File: config.mk
export PLATFORM = sky130hd
export DESIGN_NAME = gpz_port
export DESIGN_NICKNAME = d
export VERILOG_FILES = /design/src/hw/gpz_pkg.sv /design/src/hw/gpz_port.sv
export VERILOG_INCLUDE_DIRS = /design/src /design/src/hw
export SDC_FILE = /design/constraint.sdc
export NUM_CORES = 1
export LEC_CHECK = 0
export ABC_AREA = 1
export BUFFER_PORTS_ARGS = -buffer_cell sky130_fd_sc_hd__buf_2
export CAP_MARGIN = 20
export CORE_MARGIN = 4
export CORE_UTILIZATION = 47
export CTS_BUF_LIST = sky130_fd_sc_hd__clkbuf_2 sky130_fd_sc_hd__clkbuf_4 sky130_fd_sc_hd__clkbuf_8
export DETAILED_ROUTE_END_ITERATION = 8
export PLACE_DENSITY = 0.78
export RECOVER_POWER = 25
export SLEW_MARGIN = 20
export SYNTH_ARGS = -nofsm -noshare
export SYNTH_HDL_FRONTEND = slang
export SYNTH_SLANG_ARGS = --single-unit
File: constraint.sdc
create_clock -name i_clk -period 5.1 [get_ports i_clk]
set_input_delay 0.255 -clock i_clk [delete_from_list [all_inputs] [get_ports i_clk]]
set_output_delay 0.255 -clock i_clk [all_outputs]
set_load 0.005 [all_outputs]
File: src/hw/gpz_map.svh
`ifndef GPZ_MAP_SVH
`define GPZ_MAP_SVH

// ----------------------------------------------------------------------------
// Register indices; the byte address is four times the index.
// ----------------------------------------------------------------------------
`define GPZ_OFS_DATA 4'h0
`define GPZ_OFS_DIR 4'h1
`define GPZ_OFS_PULL 4'h2
`define GPZ_OFS_AIDR 4'h3
`define GPZ_OFS_CTRL 4'h4

// ----------------------------------------------------------------------------
// Reset values
// ----------------------------------------------------------------------------
`define GPZ_RST_DATA 8'h00
`define GPZ_RST_DIR 8'h00
`define GPZ_RST_PULL 8'h00
`define GPZ_RST_AIDR 8'h00
`define GPZ_RST_CTRL 8'h00

// ----------------------------------------------------------------------------
// Control register fields
// ----------------------------------------------------------------------------
`define GPZ_CTRL_PIN_STATE 0
`define GPZ_CTRL_AIN_OFF0 1
`define GPZ_CTRL_NEG_SEL0 2
`define GPZ_CTRL_AIN_OFF1 3
`define GPZ_CTRL_NEG_SEL1 4
`define GPZ_CTRL_MASK 8'h1f

// ----------------------------------------------------------------------------
// Pin positions of shared functions
// ----------------------------------------------------------------------------
`define GPZ_PIN_CMP0_POS 0
`define GPZ_PIN_CMP0_NEG 1
`define GPZ_PIN_CMP0_OUT 2
`define GPZ_PIN_CMP1_POS 3
`define GPZ_PIN_CMP1_NEG 4
`define GPZ_PIN_CMP1_OUT 5

`endif

File: src/hw/gpz_pkg.sv
package gpz_pkg;

	// Eight-bit port word, one bit per pin.
	typedef logic [7:0] gpz_byte_t;

	// AXI response codes.
	typedef enum logic [1:0] {
		GPZ_RESP_OKAY = 2'b00,
		GPZ_RESP_SLVERR = 2'b10
	} gpz_resp_t;

endpackage

File: src/hw/gpz_port.sv
`timescale 1ns/100ps
`include "gpz_map.svh"

// Operation
// - Direction bit 1 makes the pin an output driving the latch.
// - Data writes store into the latch; output pins show it one clock later.
// - Ordinary read of an output pin returns the latch bit.
// - Direction bit 0 makes the pin an input with driver released.
// - Data writes to input pins update the latch without driving.
// - Input pin read gives pin level; read-modify-write read gives latch.
// - Peripheral output drives the pin; reads follow the same split.
// - Ordinary read returns pin level even when a peripheral uses it.
// - Analog disable bit 0 enables analog and blocks digital input.
// - Reset clears direction and analog disable bits.
// - Standby with pin-state bit set floats pins, forces inputs low.
// - In that state, pins with interrupt enabled keep input live.
// - Standby with pin-state bit clear leaves pins unchanged.
// - Pull-up follows its bit but drops while the pin drives low.
// - Each pin level feeds its external interrupt circuit, except in standby float without interrupt enable.
// - Positive comparator input enabled when the analog-off control bit is 0.
// - Negative comparator input needs analog enable and source select 0.
// - Bit n of each port register belongs to pin n.
module gpz_port (
	input wire logic i_clk,
	input wire logic i_rst,
	input wire logic [31:0] s_axi_awaddr,
	input wire logic s_axi_awvalid,
	output logic s_axi_awready,
	input wire logic [31:0] s_axi_wdata,
	input wire logic [3:0] s_axi_wstrb,
	input wire logic s_axi_wvalid,
	output logic s_axi_wready,
	output gpz_pkg::gpz_resp_t s_axi_bresp,
	output logic s_axi_bvalid,
	input wire logic s_axi_bready,
	input wire logic [31:0] s_axi_araddr,
	input wire logic s_axi_arvalid,
	output logic s_axi_arready,
	output logic [31:0] s_axi_rdata,
	output gpz_pkg::gpz_resp_t s_axi_rresp,
	output logic s_axi_rvalid,
	input wire logic s_axi_rready,
	input wire logic i_rmw_read,
	input wire logic i_standby,
	input wire gpz_pkg::gpz_byte_t i_ext_irq_en,
	input wire logic i_cmp_out_en_ch0,
	input wire logic i_comparator_out_ch0,
	input wire logic i_cmp_out_en_ch1,
	input wire logic i_comparator_out_ch1,
	input wire gpz_pkg::gpz_byte_t i_pin,
	output gpz_pkg::gpz_byte_t o_pin,
	output gpz_pkg::gpz_byte_t o_pin_oe,
	output gpz_pkg::gpz_byte_t o_pullup_en,
	output gpz_pkg::gpz_byte_t o_analog_en,
	output gpz_pkg::gpz_byte_t o_ext_irq_in,
	output logic [1:0] o_cmp_pos_en,
	output logic [1:0] o_cmp_neg_en
);
	import gpz_pkg::*;

	// ------------------------------------------------------------------------
	// Registers and state
	// ------------------------------------------------------------------------
	gpz_byte_t port_data_latch_reg;
	gpz_byte_t port_direction_reg;
	gpz_byte_t port_pullup_enable_reg;
	gpz_byte_t analog_input_disable_low_reg;
	logic [7:0] standby_control_reg;
	gpz_byte_t sync1_reg, sync2_reg, sync3_reg, level_reg;
	logic aw_held_reg, w_held_reg;
	logic [3:0] aw_idx_reg;
	logic [7:0] wdata_reg;
	logic wstrb0_reg;
	logic bvalid_reg, rvalid_reg;
	gpz_resp_t bresp_reg, rresp_reg;
	logic [7:0] rdata_reg;
	gpz_byte_t pin_reg, pin_oe_reg;

	// ------------------------------------------------------------------------
	// Pin input synchroniser and filter
	// ------------------------------------------------------------------------
	// Three stages; the settled level moves only when stages two and three agree.
	always_ff @(posedge i_clk or posedge i_rst) begin
		if (i_rst) begin
			sync1_reg <= 8'h00;
			sync2_reg <= 8'h00;
			sync3_reg <= 8'h00;
			level_reg <= 8'h00;
		end else begin
			sync1_reg <= i_pin;
			sync2_reg <= sync1_reg;
			sync3_reg <= sync2_reg;
			level_reg <= (sync2_reg & sync3_reg) | (level_reg & (sync2_reg ^ sync3_reg));
		end
	end

	// ------------------------------------------------------------------------
	// Pin function selection
	// ------------------------------------------------------------------------
	// Standby float applies only with the pin-state bit set.
	wire standby_pin_state_bit = standby_control_reg[`GPZ_CTRL_PIN_STATE];
	wire standby_hiz = i_standby & standby_pin_state_bit;
	wire [7:0] periph_oe;
	wire [7:0] periph_val;
	wire [7:0] drive_oe;
	wire [7:0] drive_val;
	wire [7:0] input_gate;
	wire [7:0] digital_in;

	// Comparator outputs share pins 2 and 5 and override the port driver.
	assign periph_oe = 8'h00 | ({7'h00, i_cmp_out_en_ch0} << `GPZ_PIN_CMP0_OUT)
		| ({7'h00, i_cmp_out_en_ch1} << `GPZ_PIN_CMP1_OUT);
	assign periph_val = 8'h00 | ({7'h00, i_comparator_out_ch0} << `GPZ_PIN_CMP0_OUT)
		| ({7'h00, i_comparator_out_ch1} << `GPZ_PIN_CMP1_OUT);
	assign drive_oe = (port_direction_reg | periph_oe) & {8{~standby_hiz}};
	assign drive_val = (periph_oe & periph_val) | (~periph_oe & port_data_latch_reg);

	// Digital input needs the analog disable bit at 1 and no standby block.
	assign input_gate = analog_input_disable_low_reg & ~({8{standby_hiz}} & ~i_ext_irq_en);
	assign digital_in = level_reg & input_gate;

	// Pin outputs registered for clean drive.
	always_ff @(posedge i_clk or posedge i_rst) begin
		if (i_rst) begin
			pin_reg <= 8'h00;
			pin_oe_reg <= 8'h00;
		end else begin
			pin_reg <= drive_val;
			pin_oe_reg <= drive_oe;
		end
	end

	assign o_pin = pin_reg;
	assign o_pin_oe = pin_oe_reg;
	// Pull-up drops while the pin is driven low.
	assign o_pullup_en = port_pullup_enable_reg & ~(pin_oe_reg & ~pin_reg);
	assign o_analog_en = ~analog_input_disable_low_reg;
	// Interrupt circuit sees the pin level, held low only by the standby block.
	assign o_ext_irq_in = level_reg & ~({8{standby_hiz}} & ~i_ext_irq_en);
	// Comparator input enables follow the control bits only.
	assign o_cmp_pos_en[0] = ~standby_control_reg[`GPZ_CTRL_AIN_OFF0];
	assign o_cmp_pos_en[1] = ~standby_control_reg[`GPZ_CTRL_AIN_OFF1];
	assign o_cmp_neg_en[0] = ~(standby_control_reg[`GPZ_CTRL_AIN_OFF0] | standby_control_reg[`GPZ_CTRL_NEG_SEL0]);
	assign o_cmp_neg_en[1] = ~(standby_control_reg[`GPZ_CTRL_AIN_OFF1] | standby_control_reg[`GPZ_CTRL_NEG_SEL1]);

	// ------------------------------------------------------------------------
	// Bus write channel
	// ------------------------------------------------------------------------
	// A word lands once address and data are both held and no response waits.
	wire aw_take = s_axi_awvalid & s_axi_awready;
	wire w_take = s_axi_wvalid & s_axi_wready;
	wire do_write = aw_held_reg & w_held_reg & ~bvalid_reg;
	wire wr_hit = (aw_idx_reg <= `GPZ_OFS_CTRL);
	wire wr_en = do_write & wr_hit & wstrb0_reg;

	assign s_axi_awready = ~aw_held_reg & ~bvalid_reg;
	assign s_axi_wready = ~w_held_reg & ~bvalid_reg;

	// Address and data are held until both are present.
	always_ff @(posedge i_clk or posedge i_rst) begin
		if (i_rst) begin
			aw_held_reg <= 1'b0;
			w_held_reg <= 1'b0;
			aw_idx_reg <= 4'h0;
			wdata_reg <= 8'h00;
			wstrb0_reg <= 1'b0;
		end else begin
			if (aw_take) begin
				aw_held_reg <= 1'b1;
				aw_idx_reg <= (s_axi_awaddr[31:6] == 26'h0) ? s_axi_awaddr[5:2] : 4'hf;
			end else if (do_write) begin
				aw_held_reg <= 1'b0;
			end
			if (w_take) begin
				w_held_reg <= 1'b1;
				wdata_reg <= s_axi_wdata[7:0];
				wstrb0_reg <= s_axi_wstrb[0];
			end else if (do_write) begin
				w_held_reg <= 1'b0;
			end
		end
	end

	// Write response; unmapped addresses answer with a slave error.
	always_ff @(posedge i_clk or posedge i_rst) begin
		if (i_rst) begin
			bvalid_reg <= 1'b0;
			bresp_reg <= GPZ_RESP_OKAY;
		end else if (do_write) begin
			bvalid_reg <= 1'b1;
			bresp_reg <= wr_hit ? GPZ_RESP_OKAY : GPZ_RESP_SLVERR;
		end else if (s_axi_bready) begin
			bvalid_reg <= 1'b0;
		end
	end

	assign s_axi_bvalid = bvalid_reg;
	assign s_axi_bresp = bresp_reg;

	// ------------------------------------------------------------------------
	// Register file
	// ------------------------------------------------------------------------
	always_ff @(posedge i_clk or posedge i_rst) begin
		if (i_rst) begin
			port_data_latch_reg <= `GPZ_RST_DATA;
			port_direction_reg <= `GPZ_RST_DIR;
			port_pullup_enable_reg <= `GPZ_RST_PULL;
			analog_input_disable_low_reg <= `GPZ_RST_AIDR;
			standby_control_reg <= `GPZ_RST_CTRL;
		end else if (wr_en) begin
			case (aw_idx_reg)
				`GPZ_OFS_DATA: port_data_latch_reg <= wdata_reg;
				`GPZ_OFS_DIR: port_direction_reg <= wdata_reg;
				`GPZ_OFS_PULL: port_pullup_enable_reg <= wdata_reg;
				`GPZ_OFS_AIDR: analog_input_disable_low_reg <= wdata_reg;
				`GPZ_OFS_CTRL: standby_control_reg <= wdata_reg & `GPZ_CTRL_MASK;
				default: port_data_latch_reg <= port_data_latch_reg;
			endcase
		end
	end

	// ------------------------------------------------------------------------
	// Bus read channel
	// ------------------------------------------------------------------------
	// Output-port bits read the latch, the rest read the pin; RMW reads the latch.
	wire [7:0] port_read = (port_direction_reg & ~periph_oe & port_data_latch_reg)
		| (~(port_direction_reg & ~periph_oe) & digital_in);
	wire [7:0] data_read = i_rmw_read ? port_data_latch_reg : port_read;
	wire ar_take = s_axi_arvalid & s_axi_arready;
	wire ar_top_ok = (s_axi_araddr[31:6] == 26'h0);
	wire [3:0] ar_idx = s_axi_araddr[5:2];
	wire rd_hit = ar_top_ok & (ar_idx <= `GPZ_OFS_CTRL);
	// Register select; unmapped indices read back zero.
	wire [7:0] rd_mux = (ar_idx == `GPZ_OFS_DATA) ? data_read :
		(ar_idx == `GPZ_OFS_DIR) ? port_direction_reg :
		(ar_idx == `GPZ_OFS_PULL) ? port_pullup_enable_reg :
		(ar_idx == `GPZ_OFS_AIDR) ? analog_input_disable_low_reg : standby_control_reg;

	assign s_axi_arready = ~rvalid_reg;

	// Read data is captured at the address handshake.
	always_ff @(posedge i_clk or posedge i_rst) begin
		if (i_rst) begin
			rvalid_reg <= 1'b0;
			rdata_reg <= 8'h00;
			rresp_reg <= GPZ_RESP_OKAY;
		end else if (ar_take) begin
			rvalid_reg <= 1'b1;
			rdata_reg <= rd_hit ? rd_mux : 8'h00;
			rresp_reg <= rd_hit ? GPZ_RESP_OKAY : GPZ_RESP_SLVERR;
		end else if (s_axi_rready) begin
			rvalid_reg <= 1'b0;
		end
	end

	assign s_axi_rvalid = rvalid_reg;
	assign s_axi_rdata = {24'h000000, rdata_reg};
	assign s_axi_rresp = rresp_reg;
endmodule // gpz_port

======== After elaboration in Yosys (flattened, before gate mapping) ========
Index checks and enable logic that the tools add are counted.
cells by class
  add/sub/neg operators ................... 0
  multiply operators ...................... 0
  divide/modulo/power cells ............... 0
  $lt $le $gt $ge ......................... 2
  equality and inequality tests ........... 7
  shifts and indexed selects .............. 0
  mux-type cells .......................... 16
  bitwise operators ....................... 50
  reduce and logical (&&, ||, !) cells .... 13
operator list
  cell                                                            count
  bitwise AND 8 bit                                               13
  logical NOT 26 bit                                              2
  2-to-1 mux 8 bit                                                6
  NOT 8 bit                                                       6
  equality test 4 x 2 -> 1 bit, second input constant             4
  OR 8 bit                                                        2
  OR 3 x 6 -> 6 bit                                               2
  bitwise AND 1 bit                                               11
  AND reduction 2 bit                                             5
  NOT 1 bit                                                       9
  equality test 4 x 1 -> 1 bit, second input constant             2
  less-or-equal comparator 4 x 3 -> 1 bit, second input constant  2
  logical NOT 4 bit                                               2
  NOT 6 -> 8 bit                                                  1
  OR 6 x 8 -> 8 bit                                               1
  OR 8 x 6 -> 8 bit                                               1
  nonzero test 2 bit                                              4
  bitwise XOR 8 bit                                               1
  2-to-1 mux 1 bit                                                7
  bitwise AND 6 bit                                               1
  equality test 4 x 3 -> 1 bit, second input constant             1
  2-to-1 mux 2 bit                                                2
  2-to-1 mux 4 bit                                                1
  OR 1 bit                                                        2
word-level totals
  register bits after elaboration ......... 114
  latch bits .............................. 0
  bits in writable memories ............... 0
  ROM bits ................................ 0
  memories kept ........................... 0

======== Depth between registers and ports, before layout ========
Gate-level depths: netlist (run 1).
  depth in word-level cells ............... 10
  gate-level depth with buffers ........... 10
  gate-level depth less buffers ........... 9

======== Worst setup path before layout (run 1) ========
No wires, ideal clock.
  path type ............................... reg-to-reg
  start point ............................. register aw_idx_reg[0]
  end point ............................... register port_pullup_enable_reg[0]
  arrival time ............................ 1333 ps
  setup slack ............................. 3648 ps
  stages on the path, launching flop included .. 10
  path through ............................ dfrtp_1 > nor2_2 > nor2_2 > nor2_2 > nand2_2 > nor2_4 > nand2_2 > buf_6 > nand2_1 > o21ai_2
on the way
  longest elaborated chain between the ends .. 4
  elaborated cells on any way between the ends .. 5
  classes of those cells .................. order compare (1); eq/ne (1); bitwise (2); reduce/logical (1)
RTL lines
  what                                                      line             source
  start, declared                                           gpz_port.sv:71   logic [3:0] aw_idx_reg;
  start signal, assigned                                    gpz_port.sv:170  aw_idx_reg <= (s_axi_awaddr[31:6] == 26'h0) ? s_axi_awaddr[5:2] : 4'hf;
  less-or-equal comparator 4 x 3 -> 1 bit (no source line)  -
  bitwise AND 1 bit (2 in a row)                            gpz_port.sv:154  wire wr_en = do_write & wr_hit & wstrb0_reg;
  AND reduction 2 bit (no source line) (*)                  -
  end signal, assigned                                      gpz_port.sv:207  port_pullup_enable_reg <= `GPZ_RST_PULL;
  end signal, assigned                                      gpz_port.sv:214  `GPZ_OFS_PULL: port_pullup_enable_reg <= wdata_reg;
  end, declared                                             gpz_port.sv:66   gpz_byte_t port_pullup_enable_reg;
Every way passes the cells marked *; elsewhere a longest branch is shown, timed or not.
A chain may end at the register's enable or synchronous reset.

==> flow_summary.toml, run 1 <==
[status]
status = "complete, but fails checks"
violations = "capacitance limit, slew limit"

[logic_synthesis]
ys_ff_latch = 112
ys_seq_area_frac = 0.5492
synth_cell_types = 32
avgSynthCellArea_sq_um = 8.799
synth_area_sq_um = 5104
ys.warnings.count = 0
syn-instance-count = 580

[timing]
hold_violations = 0
max_slew_margin = -0.3163
post-route-period-util = 0.4924
rsz0062_at_grt = "no"
tns_ns = 0
finalCriticalPeriod_ns = 2.511
worst_pin_slew_ns = 1.964
fmax_mhz = 398.2
setup_violations = 0
slew_violations = 47
finClkSkew_ns = 0.008781

[clock_tree]
cts_sinks = 112
post-cts-setup-buffers = 0
root_buffer = "clkbuf_8"
htreeDepth = 3
cts_buffers = 9
path_clk_slew_ns = 0.11
cts_buffer_depth = 2
clock_latency_ns = 0.37
cts_tree = "built"

[min_path]
hp-class = "in -> reg"
hold_path.startpoint = "s_axi_bready"
whs_endpoint = "s_axi_bvalid"
holdPathStages = 2

[cells_and_area]
nets = 885
area_growth_pct = 21.70
diodes = 0
layout-drive-gt1-share = 0.2643

[pwr]
powerDensity_nw_per_um2 = 297.6
power.total_mw = 1.848
vdd_drop_max_mv = 0.2520
power.leakage_nw = 3.318

[worst_setup_path]
critPathRequiredTime_ns = 5.50
path_delay_family = "buffers and inverters"
worstPathMaxFanout = 67
cp_cell_sequence = "dlygate4sd3_1, buf_2, clkinvlp_2, buf_4"
r2r_start = "standby_control_reg[0]"
cp-startpoint = "i_rst"
cp-start-kind = "primary input"
max_stage_delay_ns = 1.11
worstSetupPathType = "in -> async"
cp_slowest_cell = "clkinvlp_2"
end_kind = "async pin"
rr_worst_depth = 9
arrival_ns = 2.92
r2r-end = "rdata_reg[2]"
path_buf_inv = 4
rrSetupSlack_ns = 3.20

[floorplanning]
die_area_sq_um = 12590
core.rowCount = 37
die_w_um = 112.2
dieHeight_um = 112.2
start_util = 0.4878
pin_count = 214
core-area_sq_um = 10460

[routing]
drc = 0
vias = 4353
drtAntennaViolNets = 0
wl_per_cell_um = 14.64
drtIter0Drc = 235
drt_pass1_iterations = 5
vias_per_cell = 4.897
drt_wl_total_um = 13020

[global_routing]
antenna_found_initial = 0
grt_max_degree = 68
grt_pass1_vias = 4163
grt-ovfl-total = 0
grt_pass1_wl_um = 21080
grtUsageTotal = 0.2095

[placement]
dp_hpwl_um = 10130
port_buffers = 156
finalWeightedCongestion = 0.9055

[flow_run]
maxCapViolCount = 1
[cells by family after synthesis]
logic type	after synthesis	share of synthesized area
adder cells (fa/ha/maj)	8	0.01961
other	1	0.0007348
AO/OA/AOI/OAI	106	0.1191
flip-flops	112	0.5492
AND/OR/NAND/NOR	236	0.2005
buffers and inverters	117	0.1108
[metal layers]
| layer | wire length, um | share of wire | vias to the layer above | track usage |
|---|---|---|---|---|
| met5 | 0 | 0 | - | 0 |
| met4 | 238 | 0.018 | 0 | 0.06971 |
| met3 | 1146 | 0.088 | 15 | 0.04528 |
| met2 | 6246 | 0.48 | 202 | 0.3445 |
| met1 | 5387 | 0.41 | 2006 | 0.2773 |
| li1 | - | - | 2130 | - |
[metrics by stage]
stage | utilization | setup slack, ns | area, sq um | hold WS [ns] | instances
floorplan | - | 1.886 | 5197 | 0.2864 | 605
global placement | 0.5643 | 3.090 | 5904 | 0.3324 | 864
detailed placement | 0.5643 | 3.080 | 5904 | 0.3347 | 864
CTS | 0.5938 | 3.208 | 6212 | 0.02558 | 889
global route | 0.5936 | 2.112 | 6211 | 0.03214 | 889
finish | 0.5936 | 2.589 | 6211 | 0.03877 | 889
[layout by cell type, fill, tap and decap left out, drive strengths merged]
master       instances
dfrtp              112
or2                  6
buf                157
dlygate4sd3          9
nor3                 6
clkinvlp             2
bufinv               1
o211ai               1
conb                26
clkinv               1
nand3b               1
clkbuf               9
a21boi               2
nand2              121
a31oi                1
a21o                 8
nand3               34
o21bai               1
a21oi               29
nand4                4
o21a                 8
o21ai               56
nor2                64
inv                 86
ha                   8
[layout make-up]
class | instances | area, sq um
clock buffer | 9 | 123.9
clock inverter | 7 | 93.84
fill | 961 | 4252
inverter | 83 | 312.8
multi-input combinational | 376 | 1829
sequential | 112 | 2803
tap | 136 | 170.2
timing repair buffer | 166 | 878.3
[worst register-to-register path: stages (launching register included)]
cell and delay, ns:
dfrtp_1 0.42, nand2_1 0.36, clkinv_1 0.46, nand2_1 0.15, nand3_1 0.12, nand2_1 0.08, nand2_1 0.05, nand2_1 0.06
nand3_1 0.08, nand2_1 0.08
[cells in the mapped netlist, drive strengths merged]
cell    count  area, sq um
nand3b      1        7.510
o21ai      56        306.5
inv        82        307.8
conb        1        3.750
a21o        8        60.06
nand2     121        464.2
buf        32        246.5
nor3        6        41.29
nand4       4        40.04
clkinv      1        3.750
nor2       64        262.8
o211ai      1        7.510
a31oi       1        6.260
nand3      34        170.2
ha          8        100.1
dfrtp     112         2803
or2         6        37.54
a21oi      29        145.1
o21a        8        60.06
a21boi      2        15.01
clkbuf      2        7.510
o21bai      1        7.510
[how the worst max path moves through the flow]
stage                                           end  slack [ns]  cells past startpoint
floorplan           analog_input_disable_low_reg[0]        1.89                      1
global placement                       rdata_reg[4]        3.09                      9
detailed placement                     rdata_reg[4]        3.08                      9
CTS                          port_data_latch_reg[0]        3.21                      5
global route              port_pullup_enable_reg[4]        2.11                      4
finish              analog_input_disable_low_reg[3]        2.59                      4
[where the power goes]
group / leakage (nW) / total, mW / switching (mW) / internal (mW)
clock: 0.109 / 0.570 / 0.325 / 0.245
sequential: 1.42 / 0.996 / 0.0442 / 0.952
combinational: 1.79 / 0.282 / 0.180 / 0.102
[what timing repair did]
item | 4_1_cts | 5_1_grt
hold buffers | 9 | 0
endpoints found under the hold margin | 53 | 0
gates resized for setup | 0 | 0
No activity file was read; power rests on OpenSTA's default activity.
==> inputs of run 2 (changes only) <==
==> constraint.sdc (replaced) <==
create_clock -name i_clk -period 2.45 [get_ports i_clk]
set_input_delay 0.1225 -clock i_clk [delete_from_list [all_inputs] [get_ports i_clk]]
set_output_delay 0.1225 -clock i_clk [all_outputs]
set_load 0.005 [all_outputs]
==> run 2 against run 1 <==
The flow now finishes without violations. Critical path type unchanged. Register-to-register slack got worse by 2.5 ns. Sequential power rose by 110%. First-iteration DRC count up 8.5%. Clock skew is 0.0039 ns higher. Critical path depth did not move. Hold slack lost 0.033 ns. Die area stayed put.
==> flow_summary.toml, run 2 (same netlist as run 1, synthesis figures left out) <==
[flow_run]
maxCapViolCount = 0

[clock_tree]
root_buffer = "clkbuf_8"
path_clk_slew_ns = 0.11
post_cts_resize_count = 0
cts_sinks = 112
cts_tree = "built"
cts_buffer_depth = 2
clock_latency_ns = 0.37
cts_buffers = 9
htreeDepth = 3

[timing]
postLayoutSetupSlackWorst_ns = 0.6756
max_slew_margin = 0.007318
post-route-period-util = 0.7242
tns_ns = 0
slew_violations = 0
setup_violations = 0
worst_pin_slew_ns = 1.489
rsz0062_at_grt = "no"
finClkSkew_ns = 0.01269
fmax_mhz = 563.6
hold_violations = 0
finalCriticalPeriod_ns = 1.774

[cells_and_area]
mostFrequentLayoutCells = "buf_2 (154), nand2_1 (117), dfrtp_1 (112), inv_1 (81), nor2_1 (57)"
multi_input_area_sq_um = 1829
area_growth_pct = 23.31
num-fill-cells = 936
ff_latch_area_sq_um = 2803
nets = 895
layout-drive-gt1-share = 0.2621
diodes = 0
utilization = 0.6015
fin_area_sq_um = 6294
final_common_cell = "buf_2"

[worst_setup_path]
max_stage_delay_ns = 1.07
worstPathMaxFanout = 112
end_kind = "async pin"
cp_cell_sequence = "dlygate4sd3_1, clkbuf_1, clkinvlp_4, clkbuf_4"
critPathRequiredTime_ns = 2.68
rrSetupSlack_ns = 0.69
cp-start-kind = "primary input"
arrival_ns = 2.01
worstSetupPathType = "in -> async"
cp_slowest_cell = "clkbuf_4"

[routing]
drt_pass1_iterations = 5
vias = 4483
drtAntennaViolNets = 0
drtIter0Drc = 255
wl_per_cell_um = 14.84
drt_wl_total_um = 13340
vias_per_cell = 4.987
drc = 0

[placement]
finalWeightedCongestion = 0.8625
dp_hpwl_um = 10010
place_ws_ns = 0.7112
place_area_sq_um = 5941
port_buffers = 156

[global_routing]
antenna_found_initial = 0
grt_max_degree = 113
grt_pass1_wl_um = 21760
grtUsageTotal = 0.2140
grt-ovfl-total = 0
grt_pass1_vias = 4419

[floorplanning]
dieHeight_um = 112.2
die_area_sq_um = 12590
die_w_um = 112.2
core-area_sq_um = 10460
start_util = 0.4878
core.rowCount = 37
pin_count = 214

[pwr]
power.total_mw = 3.792
power.leakage_nw = 3.353
vdd_drop_max_mv = 0.3974
powerDensity_nw_per_um2 = 602.6

[min_path]
hp-class = "in -> reg"

[status]
status = "finished clean"
## run 2: changes by cell type in the layout (fill, tap and decap cells not counted), sizes merged
cell | before | now
dlygate4sd3 | 9 | 16
inv | 86 | 85
clkinv | 1 | 3
bufinv | 1 | 0
clkinvlp | 2 | 1
clkbuf | 9 | 13
## run 2: layout make-up
type	count	area share
Clock buffer	10	0.02187
Clock inverter	6	0.01113
Inverter	83	0.05010
Multi-Input combinational cell	376	0.2907
Sequential cell	112	0.4453
Tap cell	136	0.02704
Timing Repair Buffer	176	0.1539
## run 2: through the flow
step | cells | hold slack [ns]
global placement | 867 | 0.2300
CTS | 899 | 0.0009706
floorplan | 605 | 0.1539
global route | 899 | 0.003410
finish | 899 | 0.005384
detailed placement | 867 | 0.2327
## run 2: routing by layer
metal / GRT usage / routed length (um) / vias to the layer above / part of all wire
li1: - / - / 2148 / -
met1: 0.2832 / 5555 / 2122 / 0.42
met2: 0.3600 / 6436 / 200 / 0.48
met3: 0.04906 / 1139 / 13 / 0.085
met4: 0.05128 / 207 / 0 / 0.016
met5: 0 / 0 / - / 0
## run 2: report_power, final
group / internal, mW / switching, mW / total [mW] / leakage (nW)
Clock: 0.434 / 0.678 / 1.11 / 0.105
Combinational: 0.220 / 0.385 / 0.605 / 1.83
Sequential: 1.98 / 0.0938 / 2.08 / 1.42
Total: 2.64 / 1.16 / 3.79 / 3.35
## run 2: final timing paths
check	end	depth (start not counted)	start
hold / removal	wdata_reg[4]	3	s_axi_wdata[4]
setup reg to reg	port_data_latch_reg[2]	4	s_axi_bvalid
max in group i_clk	port_data_latch_reg[2]	4	s_axi_bvalid
min in group asynchronous	o_pin_oe[1]	4	i_rst
setup / recovery	o_pin[0]	4	i_rst
hold reg to reg	sync2_reg[0]	0	sync1_reg[0]
## run 2: timing repair
action                    4_1_cts  5_1_grt
hold endpoints to repair      125        0
buffers inserted                0        0
hold buffers                   16        0
## run 2: worst max-delay path, delay by kind of cell
kind	cells	cell delay (ns)
buffers and inverters	4	1.78
